===== src/hdl/adr_spi_port.sv =====
package adr_pkg;
  // serial control framing
  localparam int          ADDR_W        = 10;
  localparam int          SPI_DATA_BITS = 24;
  localparam int          SPI_FRAME_BITS = 40;
  localparam int          HDR_RW_POS    = 10;        // direction bit inside the 16-bit header
  localparam logic [5:0]  HDR_CNT       = 6'h10;     // header bits before data
  localparam logic [5:0]  FRAME_CNT     = 6'h28;     // bits in a complete register frame
  localparam logic [5:0]  CNT_SAT       = 6'h3F;     // counter stops here on long frames
  localparam logic [ADDR_W-1:0] ADDR_MODE_CTRL = 10'h100;  // 256
  localparam logic [ADDR_W-1:0] ADDR_CLK_SEL   = 10'h101;  // 257
  // audio_mode_and_core_control fields
  localparam int          MODE_W        = 12;
  localparam int          M_WLEN_LO     = 0;
  localparam int          M_FMT_LO      = 2;
  localparam int          M_DEEMPH_LO   = 4;
  localparam int          M_PWRDN       = 6;
  localparam int          M_MUTE        = 7;
  localparam int          M_CAPOUT      = 8;
  localparam int          M_SAFE        = 9;
  localparam int          M_HALT        = 10;
  localparam int          M_AUX         = 11;
  localparam logic [MODE_W-1:0] MODE_RESET = 12'h000;
  localparam int          RD_SAFE_DONE  = 0;
  localparam int          RD_HALT_DONE  = 1;
  localparam logic [1:0]  DEEMPH_441    = 2'h1;
  // clock_and_source_select fields
  localparam int          CLK_W         = 10;
  localparam int          C_MCKO_LO     = 0;
  localparam int          C_RATE        = 2;
  localparam int          C_RSVD        = 3;
  localparam int          C_MCKSEL_LO   = 4;
  localparam int          C_SRCSEL_LO   = 6;
  localparam int          C_SOUT_EN     = 8;
  localparam int          C_RAMP_SLOW   = 9;
  localparam logic [CLK_W-1:0] CLK_RESET = 10'h000;
  localparam logic [1:0]  MCKO_OFF      = 2'h0;
  localparam logic [1:0]  MCKO_CORE     = 2'h1;
  localparam logic [1:0]  MCKO_HALF     = 2'h2;
  localparam logic [1:0]  MCKO_THRU     = 2'h3;
  localparam logic [1:0]  SEL_NONE      = 2'h3;
  // volume ramp: full scale 8192 units, unity half of it
  localparam int          GAIN_W        = 14;
  localparam logic [GAIN_W-1:0] GAIN_FULL  = 14'h2000;
  localparam logic [GAIN_W-1:0] GAIN_UNITY = 14'h1000;
  localparam logic [GAIN_W-1:0] STEP_FAST  = 14'h0008;  // full scale in 1024 frames
  localparam logic [GAIN_W-1:0] STEP_SLOW  = 14'h0001;  // full scale in 8192 frames
  localparam int          SAFE_SLOTS_DEF = 5;

  // one serial audio source: data, frame clock, bit clock
  typedef struct packed {
    logic data;
    logic frame_clk;
    logic bit_clk;
  } adr_serial_t;

  // decoded serial control frame
  typedef struct packed {
    logic                     wr;       // write frame finished
    logic                     rd_done;  // read frame finished
    logic [ADDR_W-1:0]        addr;
    logic [SPI_DATA_BITS-1:0] data;
  } adr_spi_req_t;
endpackage

`timescale 1ns/10ps
`default_nettype none
// serial control port: oversamples the host pins on the system clock
module adr_spi_port
  import adr_pkg::*;
(
  input  wire logic                     clock,
  input  wire logic                     reset,
  input  wire logic                     ctrl_latch_n,
  input  wire logic                     ctrl_clk,
  input  wire logic                     ctrl_din,
  input  wire logic [SPI_DATA_BITS-1:0] read_word,
  output logic                          ctrl_dout,
  output logic                          ctrl_dout_oe,
  output adr_spi_req_t                  req
);
  typedef struct packed {
    logic [2:0]                meta;     // first sync stage, read only by sync
    logic [2:0]                sync;     // latch, clock, data
    logic                      clk_d;    // previous synced clock for edges
    logic [5:0]                bit_cnt;
    logic [SPI_FRAME_BITS-1:0] shin;
    logic [SPI_DATA_BITS-1:0]  shout;
    logic                      dout;
    logic                      oe;
    adr_spi_req_t              req;
  } adr_spi_state_t;

  adr_spi_state_t            s_r;        // registered state
  adr_spi_state_t            s_nxt;      // next state
  logic                      rise;
  logic                      fall;
  logic [SPI_FRAME_BITS-1:0] shin_nxt;

  // frame decode; pins are only a few system cycles late, fine at an 80 ns link clock
  always_comb begin
    s_nxt = s_r;
    rise = s_r.sync[1] & ~s_r.clk_d;
    fall = ~s_r.sync[1] & s_r.clk_d;
    shin_nxt = {s_r.shin[SPI_FRAME_BITS-2:0], s_r.sync[0]};
    s_nxt.meta = {ctrl_latch_n, ctrl_clk, ctrl_din};
    s_nxt.sync = s_r.meta;
    s_nxt.clk_d = s_r.sync[1];
    s_nxt.req.wr = 1'b0;
    s_nxt.req.rd_done = 1'b0;
    if (s_r.sync[2]) begin
      // latch high: frame over, only exact-length frames count
      if (s_r.bit_cnt == FRAME_CNT) begin
        s_nxt.req.addr = s_r.shin[SPI_DATA_BITS +: ADDR_W];
        s_nxt.req.data = s_r.shin[SPI_DATA_BITS-1:0];
        s_nxt.req.wr = ~s_r.shin[SPI_DATA_BITS + HDR_RW_POS];
        s_nxt.req.rd_done = s_r.shin[SPI_DATA_BITS + HDR_RW_POS];
      end
      s_nxt.bit_cnt = '0;
      s_nxt.oe = 1'b0;
      s_nxt.dout = 1'b0;
    end else if (rise) begin
      // sample on the rising link clock edge
      s_nxt.shin = shin_nxt;
      if (s_r.bit_cnt != CNT_SAT) begin
        s_nxt.bit_cnt = s_r.bit_cnt + 6'h01;
      end
      if (s_r.bit_cnt + 6'h01 == HDR_CNT && shin_nxt[HDR_RW_POS]) begin
        // read: drive from the start of the first data byte
        s_nxt.shout = (shin_nxt[ADDR_W-1:0] == ADDR_MODE_CTRL) ? read_word : '0;
        s_nxt.dout = (shin_nxt[ADDR_W-1:0] == ADDR_MODE_CTRL) ? read_word[SPI_DATA_BITS-1] : 1'b0;
        s_nxt.oe = 1'b1;
      end
    end else if (fall && s_r.oe && s_r.bit_cnt > HDR_CNT) begin
      // next bit on the falling edge so the host sees it settled
      s_nxt.shout = {s_r.shout[SPI_DATA_BITS-2:0], 1'b0};
      s_nxt.dout = s_r.shout[SPI_DATA_BITS-2];
    end
  end

  // state register
  always_ff @(posedge clock or posedge reset) begin
    if (reset) begin
      s_r <= '0;
      // latch stages idle high like the pin, so reset looks like no frame
      s_r.meta[2] <= 1'b1;
      s_r.sync[2] <= 1'b1;
    end else begin
      s_r <= s_nxt;
    end
  end

  assign ctrl_dout = s_r.dout;
  assign ctrl_dout_oe = s_r.oe;
  assign req = s_r.req;
endmodule
`default_nettype wire


===== src/hdl/adr_control_regs.sv =====
`timescale 1ns/10ps
`default_nettype none
// two control registers of the audio processor, written over the serial control port
module adr_control_regs
  import adr_pkg::*;
#(
  parameter int SLOTS = SAFE_SLOTS_DEF           // safeload entries
)(
  input  wire logic                     clock,
  input  wire logic                     reset,
  input  wire logic                     ctrl_latch_n,
  input  wire logic                     ctrl_clk,
  input  wire logic                     ctrl_din,
  output logic                          ctrl_dout,
  output logic                          ctrl_dout_oe,
  input  wire adr_serial_t              serial_source_zero,
  input  wire adr_serial_t              serial_source_one,
  input  wire adr_serial_t              serial_source_two,
  input  wire logic                     aux_deemph_pin,
  input  wire logic                     master_clock_source_zero,
  input  wire logic                     master_clock_source_one,
  input  wire logic                     master_clock_source_two,
  input  wire logic [SLOTS-1:0]         safeload_written,
  output logic [1:0]                    word_length,
  output logic [1:0]                    serial_format,
  output logic [1:0]                    deemph_select,
  output logic                          aux_input_enable,
  output logic                          capture_serial_out_pin_en,
  output logic                          core_clock_enable,
  output logic                          core_clock,
  output logic [GAIN_W-1:0]             ramp_gain,
  output logic                          safeload_copy_strobe,
  output logic [$clog2(SLOTS)-1:0]      safeload_copy_slot,
  output adr_serial_t                   serial_out,
  output logic                          serial_out_oe,
  output logic                          master_clock_output_pin,
  output logic                          master_clock_output_oe
);
  localparam int SLOT_W = $clog2(SLOTS);
  localparam int SYNC_W = 13;                    // 3 sources x 3, 3 master clocks, aux pin
  localparam int AUX_IDX = 12;

  typedef enum logic [1:0] {SL_IDLE, SL_WAIT, SL_COPY} adr_sl_state_t;

  typedef struct packed {
    logic [SYNC_W-1:0] meta;                     // first sync stage
    logic [SYNC_W-1:0] sync;                     // second sync stage
    logic [MODE_W-1:0] mode;                     // audio_mode_and_core_control
    logic [CLK_W-1:0]  clks;                     // clock_and_source_select
    logic              frame_d;                  // last selected frame clock
    logic              mck_d;                    // last selected master clock
    logic              core_clk;                 // rebuilt core clock
    logic              div2;                     // core clock halved
    logic [GAIN_W-1:0] gain;                     // ramp volume
    logic              halted;                   // shutdown finished
    logic              safe_done;                // transfer finished, cleared on read
    adr_sl_state_t     sl;
    logic [SLOTS-1:0]  pend;                     // entries still to copy
    logic              copy_stb;
    logic [SLOT_W-1:0] copy_slot;
    logic [1:0]        deemph;
    logic              core_en;
    adr_serial_t       sout;
    logic              sout_oe;
    logic              mcko;
    logic              mcko_oe;
  } adr_state_t;

  adr_state_t                s_r;                // registered state
  adr_state_t                s_nxt;              // next state
  adr_spi_req_t              spi_req;            // finished control frames
  logic [SPI_DATA_BITS-1:0]  read_word;          // status readback
  adr_serial_t               src;                // selected serial source
  logic                      mck;                // selected master clock
  logic                      core_clk;
  logic                      frame_tick;         // one frame of the selected source
  logic                      wr_mode;
  logic                      wr_clk;
  logic                      rd_mode;
  logic                      safe_req;
  logic                      set_done;
  logic [GAIN_W-1:0]         step;
  logic [GAIN_W-1:0]         target;

  // serial source mux; the unused code gives a silent source
  function automatic adr_serial_t pick_src(input logic [1:0] sel, input logic [8:0] all);
    case (sel)
      2'h0:    pick_src = all[2:0];
      2'h1:    pick_src = all[5:3];
      2'h2:    pick_src = all[8:6];
      default: pick_src = '0;
    endcase
  endfunction

  // master clock mux, same code space as the serial mux
  function automatic logic pick_mck(input logic [1:0] sel, input logic [2:0] all);
    pick_mck = (sel == SEL_NONE) ? 1'b0 : all[sel];
  endfunction

  // lowest pending safeload slot
  function automatic logic [SLOT_W-1:0] lowest(input logic [SLOTS-1:0] pend);
    lowest = '0;
    for (int i = SLOTS - 1; i >= 0; i--) begin
      if (pend[i]) begin
        lowest = SLOT_W'(i);
      end
    end
  endfunction

  // serial control port
  adr_spi_port u_spi (
    .clock        (clock),
    .reset        (reset),
    .ctrl_latch_n (ctrl_latch_n),
    .ctrl_clk     (ctrl_clk),
    .ctrl_din     (ctrl_din),
    .read_word    (read_word),
    .ctrl_dout    (ctrl_dout),
    .ctrl_dout_oe (ctrl_dout_oe),
    .req          (spi_req)
  );

  // readback has only the two status flags; the clock register reads nothing
  assign read_word = {{(SPI_DATA_BITS-2){1'b0}}, s_r.halted, s_r.safe_done};

  // next-state logic
  always_comb begin
    s_nxt = s_r;
    // pins cross into the system clock through two flops
    s_nxt.meta = {aux_deemph_pin, master_clock_source_two, master_clock_source_one,
                  master_clock_source_zero, serial_source_two, serial_source_one, serial_source_zero};
    s_nxt.sync = s_r.meta;
    src = pick_src(s_r.clks[C_SRCSEL_LO +: 2], s_r.sync[8:0]);
    mck = pick_mck(s_r.clks[C_MCKSEL_LO +: 2], s_r.sync[11:9]);
    frame_tick = src.frame_clk & ~s_r.frame_d;
    s_nxt.frame_d = src.frame_clk;

    // register writes at 256 and 257
    wr_mode = spi_req.wr && spi_req.addr == ADDR_MODE_CTRL;
    wr_clk = spi_req.wr && spi_req.addr == ADDR_CLK_SEL;
    rd_mode = spi_req.rd_done && spi_req.addr == ADDR_MODE_CTRL;
    safe_req = wr_mode && spi_req.data[M_SAFE];
    if (wr_mode) begin
      // transfer bit is a command, never stored
      s_nxt.mode = spi_req.data[MODE_W-1:0] & ~(MODE_W'(1) << M_SAFE);
    end
    if (wr_clk) begin
      s_nxt.clks = spi_req.data[CLK_W-1:0] & ~(CLK_W'(1) << C_RSVD);
    end

    // core clock: straight or doubled from both input edges
    core_clk = s_r.clks[C_RATE] ? (mck ^ s_r.mck_d) : mck;
    s_nxt.mck_d = mck;
    s_nxt.core_clk = core_clk;
    if (core_clk && !s_r.core_clk) begin
      s_nxt.div2 = ~s_r.div2;
    end

    // master clock output mode
    case (s_r.clks[C_MCKO_LO +: 2])
      MCKO_OFF:  s_nxt.mcko = 1'b0;
      MCKO_CORE: s_nxt.mcko = core_clk;
      MCKO_HALF: s_nxt.mcko = ~s_r.div2;
      default:   s_nxt.mcko = mck;
    endcase
    s_nxt.mcko_oe = s_r.clks[C_MCKO_LO +: 2] != MCKO_OFF;

    // serial mux copy out, held low while disabled
    s_nxt.sout = s_r.clks[C_SOUT_EN] ? src : '0;
    s_nxt.sout_oe = s_r.clks[C_SOUT_EN];

    // the shared pin asks for 44.1 kHz only while it is not the aux input
    if (!s_r.mode[M_AUX] && s_r.sync[AUX_IDX]) begin
      s_nxt.deemph = DEEMPH_441;
    end else begin
      s_nxt.deemph = s_r.mode[M_DEEMPH_LO +: 2];
    end

    // volume ramp, one step per frame; mute and halt both aim at silence
    step = s_r.clks[C_RAMP_SLOW] ? STEP_SLOW : STEP_FAST;
    target = (s_r.mode[M_MUTE] || s_r.mode[M_HALT]) ? '0 : GAIN_UNITY;
    if (frame_tick) begin
      if (s_r.gain > target) begin
        s_nxt.gain = (s_r.gain - target > step) ? s_r.gain - step : target;
      end else if (s_r.gain < target) begin
        s_nxt.gain = (target - s_r.gain > step) ? s_r.gain + step : target;
      end
    end

    // core stops once the halt ramp has reached silence
    if (!s_r.mode[M_HALT]) begin
      s_nxt.halted = 1'b0;
    end else if (s_r.gain == '0) begin
      s_nxt.halted = 1'b1;
    end
    // clock gating only; no state is cleared by power-down or halt
    s_nxt.core_en = ~s_nxt.mode[M_PWRDN] & ~s_nxt.halted;

    // safeload copy waits for a frame boundary so the core is not disturbed
    set_done = 1'b0;
    s_nxt.copy_stb = 1'b0;
    unique case (s_r.sl)
      SL_IDLE: begin
        if (safe_req) begin
          s_nxt.pend = safeload_written;
          s_nxt.sl = SL_WAIT;
        end
      end
      SL_WAIT: begin
        if (frame_tick) begin
          s_nxt.sl = SL_COPY;
        end
      end
      SL_COPY: begin
        if (s_r.pend == '0) begin
          set_done = 1'b1;
          s_nxt.sl = SL_IDLE;
        end else begin
          s_nxt.copy_stb = 1'b1;
          s_nxt.copy_slot = lowest(s_r.pend);
          s_nxt.pend[lowest(s_r.pend)] = 1'b0;
        end
      end
    endcase
    // a finishing transfer wins over a read that clears in the same cycle
    s_nxt.safe_done = set_done | (s_r.safe_done & ~rd_mode);
  end

  // state register; only the reset pin clears it
  always_ff @(posedge clock or posedge reset) begin
    if (reset) begin
      s_r <= '0;
      s_r.mode <= MODE_RESET;
      s_r.clks <= CLK_RESET;
      s_r.gain <= GAIN_UNITY;
    end else begin
      s_r <= s_nxt;
    end
  end

  // outputs straight from the state flops
  assign word_length = s_r.mode[M_WLEN_LO +: 2];
  assign serial_format = s_r.mode[M_FMT_LO +: 2];
  assign deemph_select = s_r.deemph;
  assign aux_input_enable = s_r.mode[M_AUX];
  assign capture_serial_out_pin_en = s_r.mode[M_CAPOUT];
  assign core_clock_enable = s_r.core_en;
  assign core_clock = s_r.core_clk;
  assign ramp_gain = s_r.gain;
  assign safeload_copy_strobe = s_r.copy_stb;
  assign safeload_copy_slot = s_r.copy_slot;
  assign serial_out = s_r.sout;
  assign serial_out_oe = s_r.sout_oe;
  assign master_clock_output_pin = s_r.mcko;
  assign master_clock_output_oe = s_r.mcko_oe;
endmodule
`default_nettype wire


===== config.mk =====
export PLATFORM = sky130hd
export DESIGN_NAME = adr_control_regs
export DESIGN_NICKNAME = d
export VERILOG_FILES = /design/src/hdl/adr_spi_port.sv /design/src/hdl/adr_control_regs.sv
export SDC_FILE = /design/constraint.sdc
export NUM_CORES = 1
export LEC_CHECK = 0
export ABC_AREA = 1
export BUFFER_PORTS_ARGS = -buffer_cell sky130_fd_sc_hd__buf_2
export CAP_MARGIN = 20
export CORE_MARGIN = 10
export CORE_UTILIZATION = 30
export CTS_CLUSTER_DIAMETER = 50
export DETAILED_ROUTE_END_ITERATION = 12
export GPL_TIMING_DRIVEN = 0
export SKIP_LAST_GASP = 1
export SLEW_MARGIN = 20
export SYNTH_ARGS = -nofsm -noshare
export SYNTH_HDL_FRONTEND = slang
export SYNTH_HIERARCHICAL = 1
export SYNTH_SLANG_ARGS = --single-unit

===== constraint.sdc =====
create_clock -name clock -period 4 [get_ports clock]
set_input_delay 0.2 -clock clock [delete_from_list [all_inputs] [get_ports clock]]
set_output_delay 0.2 -clock clock [all_outputs]
set_load 0.005 [all_outputs]

==> results by group <==
Timing
  – Shortest period the worst path allows: roughly 2.5 ns
  – Fmax: 393.5 MHz
  – Unrepaired setup endpoints after global routing: false
  – Post-Route Skew: ~0.011 ns
  – Setup violations, final: 0
  – Final period util: 63.54%
  – Final Hold Fails: 0
  – WHS: ~0.038 ns
  – Slew HR: between 50% and 60%
  – Final Slew Violations: 0
  – Setup_tns: 0 ns
  – Worst setup margin: 1.458 ns
  – Slew @ Worst Pin: 0.6563 ns

Drt
  – TritonRoute pass-1 iters: 5
  – Routed len/inst: about 13 um
  – 1st-iter DRT viols: 443
  – Vias per inst: 4.367
  – Antenna-violating nets left: 0
  – Via count: 7327
  – Total wire length: 21080 um
  – Drc violations: 0

Global routing
  – First-pass GRT wire length: 35910 um
  – Largest net degree at the start of global routing: between 70 and 80
  – Grt total ovfl: 0
  – GRT Util Overall: 11.24%
  – Initial antenna violation count: 0
  – Vias in the first global route: 7241

Setup path
  – Worst setup EP type: register
  – WS Path Type: reg2reg
  – Worst-path fanout max: 10
  – Reg2reg setup slack: 1.46 ns
  – Critical path arrival: 2.90 ns
  – Startpoint Class: register
  – Req. time, crit path: 4.36 ns

Layout
  – Nets: 1311
  – Fillers: 3233
  – Post-layout util: 35.84%
  – Ant diodes: 0
  – Commonest non-fill, non-tap cell in the layout: nand2_1
  – Synth-to-Final Area Change: 17.75%
  – Layout cells sized above 1: 16.77%
  – Most frequent cells in the layout: nand2_1, dfrtp_1, inv_1, nand3_1, o21ai_0

Floorplanning
  – Die Wd: 196.2 um
  – Core area: slightly above 30000 sq um
  – Die area: ~38000 sq um
  – # IOs: 59
  – Row count: 64
  – Initial core utilization: just over 30%
  – Die Height: 196.2 um

Clocking
  – CTS sink count: about 180
  – CTS Buf Count: 17
  – Worst-path clk slew: 0.07 ns
  – CTS HTree Levels: 4
  – Longest Clk Path Bufs: 2
  – Post-CTS setup buffer count: 0
  – Clock root buffer: clkbuf_16
  – CTS tree: built
  – Clock Latency Late Sink: 0.43 ns

Placed design
  – DP HPWL: 15680 um
  – GPL Wtd Cong: 0.8677
  – Port buffer count: 58
  – Pre-CTS setup slack: 1.466 ns

Synthesis
  – Mean post-synth cell area: 8.075 sq um
  – Mapped Area: 9310 sq um
  – Syn. warnings: 6
  – Post-Syn Instances: about 1.2k

Hold path
  – Hold Crit Class: in2reg

Status
  – Status: finished, final reports clean

Pwr
  – Total chip power: 4761 uW
  – Max rail drop VDD: 0.2720 mV
  – Leak pwr: about 0.0053 uW
  – Power Density: between 400 and 500 nW/um^2

Run
  – Max_cap viols: 0
==> area by class of cell <==
class / count / area (sq um) / area share [%]
sequential: 183 / 4583 / 41.81
clock inverter: 10 / 98.84 / 0.9016
tap: 396 / 495.5 / 4.520
multi-input combinational: 744 / 3615 / 32.97
buffer: 96 / 624.3 / 5.695
timing repair buffer: 78 / 525.5 / 4.793
clock buffer: 20 / 446.7 / 4.074
inverter: 151 / 574.3 / 5.239
==> power by group <==
| group | leakage, uW | total, uW | internal (uW) | switching [uW] |
|---|---|---|---|---|
| logic | 0.00275 | 1130 | 426 | 707 |
| clock network | 0.000263 | 1580 | 872 | 712 |
| registers | 0.00227 | 2040 | 1950 | 94.4 |
| total | 0.00528 | 4760 | 3250 | 1510 |
==> through the flow <==
step           instances  instance area [sq um]
6_report            1678                  10960
5_1_grt             1678                  10960
4_1_cts             1678                  10960
3_5_place_dp        1630                  10240
3_3_place_gp        1628                  10170
2_1_floorplan       1174                   9389
==> final timing paths <==
check	end	depth (start not counted)	from
worst max-delay path	ramp_gain[13]	15	ramp_gain[12]
worst max register to register	ramp_gain[13]	15	ramp_gain[12]
max in group asynchronous	ramp_gain[12]	4	reset
worst min-delay path	s_r[15]	3	safeload_written[2]
worst min register to register	s_r[63]	0	s_nxt[63]
min in group asynchronous	u_spi/s_r[45]	3	reset
==> critical path: stages, from the launching register on <==
cell	delay (ns)
dfstp_2	0.59
inv_1	0.15
ha_1	0.35
inv_1	0.14
nor2_1	0.12
nand2_1	0.05
nor2_1	0.08
nand2_1	0.09
nand2_1	0.07
nand2_1	0.09
nand2_1	0.08
nor2_1	0.04
nand3_1	0.08
buf_2	0.25
nand4_1	0.13
a21oi_1	0.17
==> registers in the layout (all words and copies together) (netlist names), 2 cells and up <==
register,flops
serial_out,3
serial_format,2
deemph_select,2
read_word,2
s_r,36
safeload_copy_slot,3
ramp_gain,14
s_nxt,14
u_spi/s_nxt,4
u_spi/s_r,67
word_length,2
u_spi/req,24
==> what timing repair did <==
item / CTS / global route
endpoints found under the hold margin: 74 / 0
resized for setup: 0 / 0
hold buffers: 18 / 0
==> layer usage <==
metal	part of all wire, %	track usage (%)	up-vias
met1	47	14.29	3419
met3	3.3	2.319	15
met2	48	18.91	87
met4	1.0	3.054	0
li1	-	-	3806
met5	0	0	-
(Power assumes the default switching activity.)
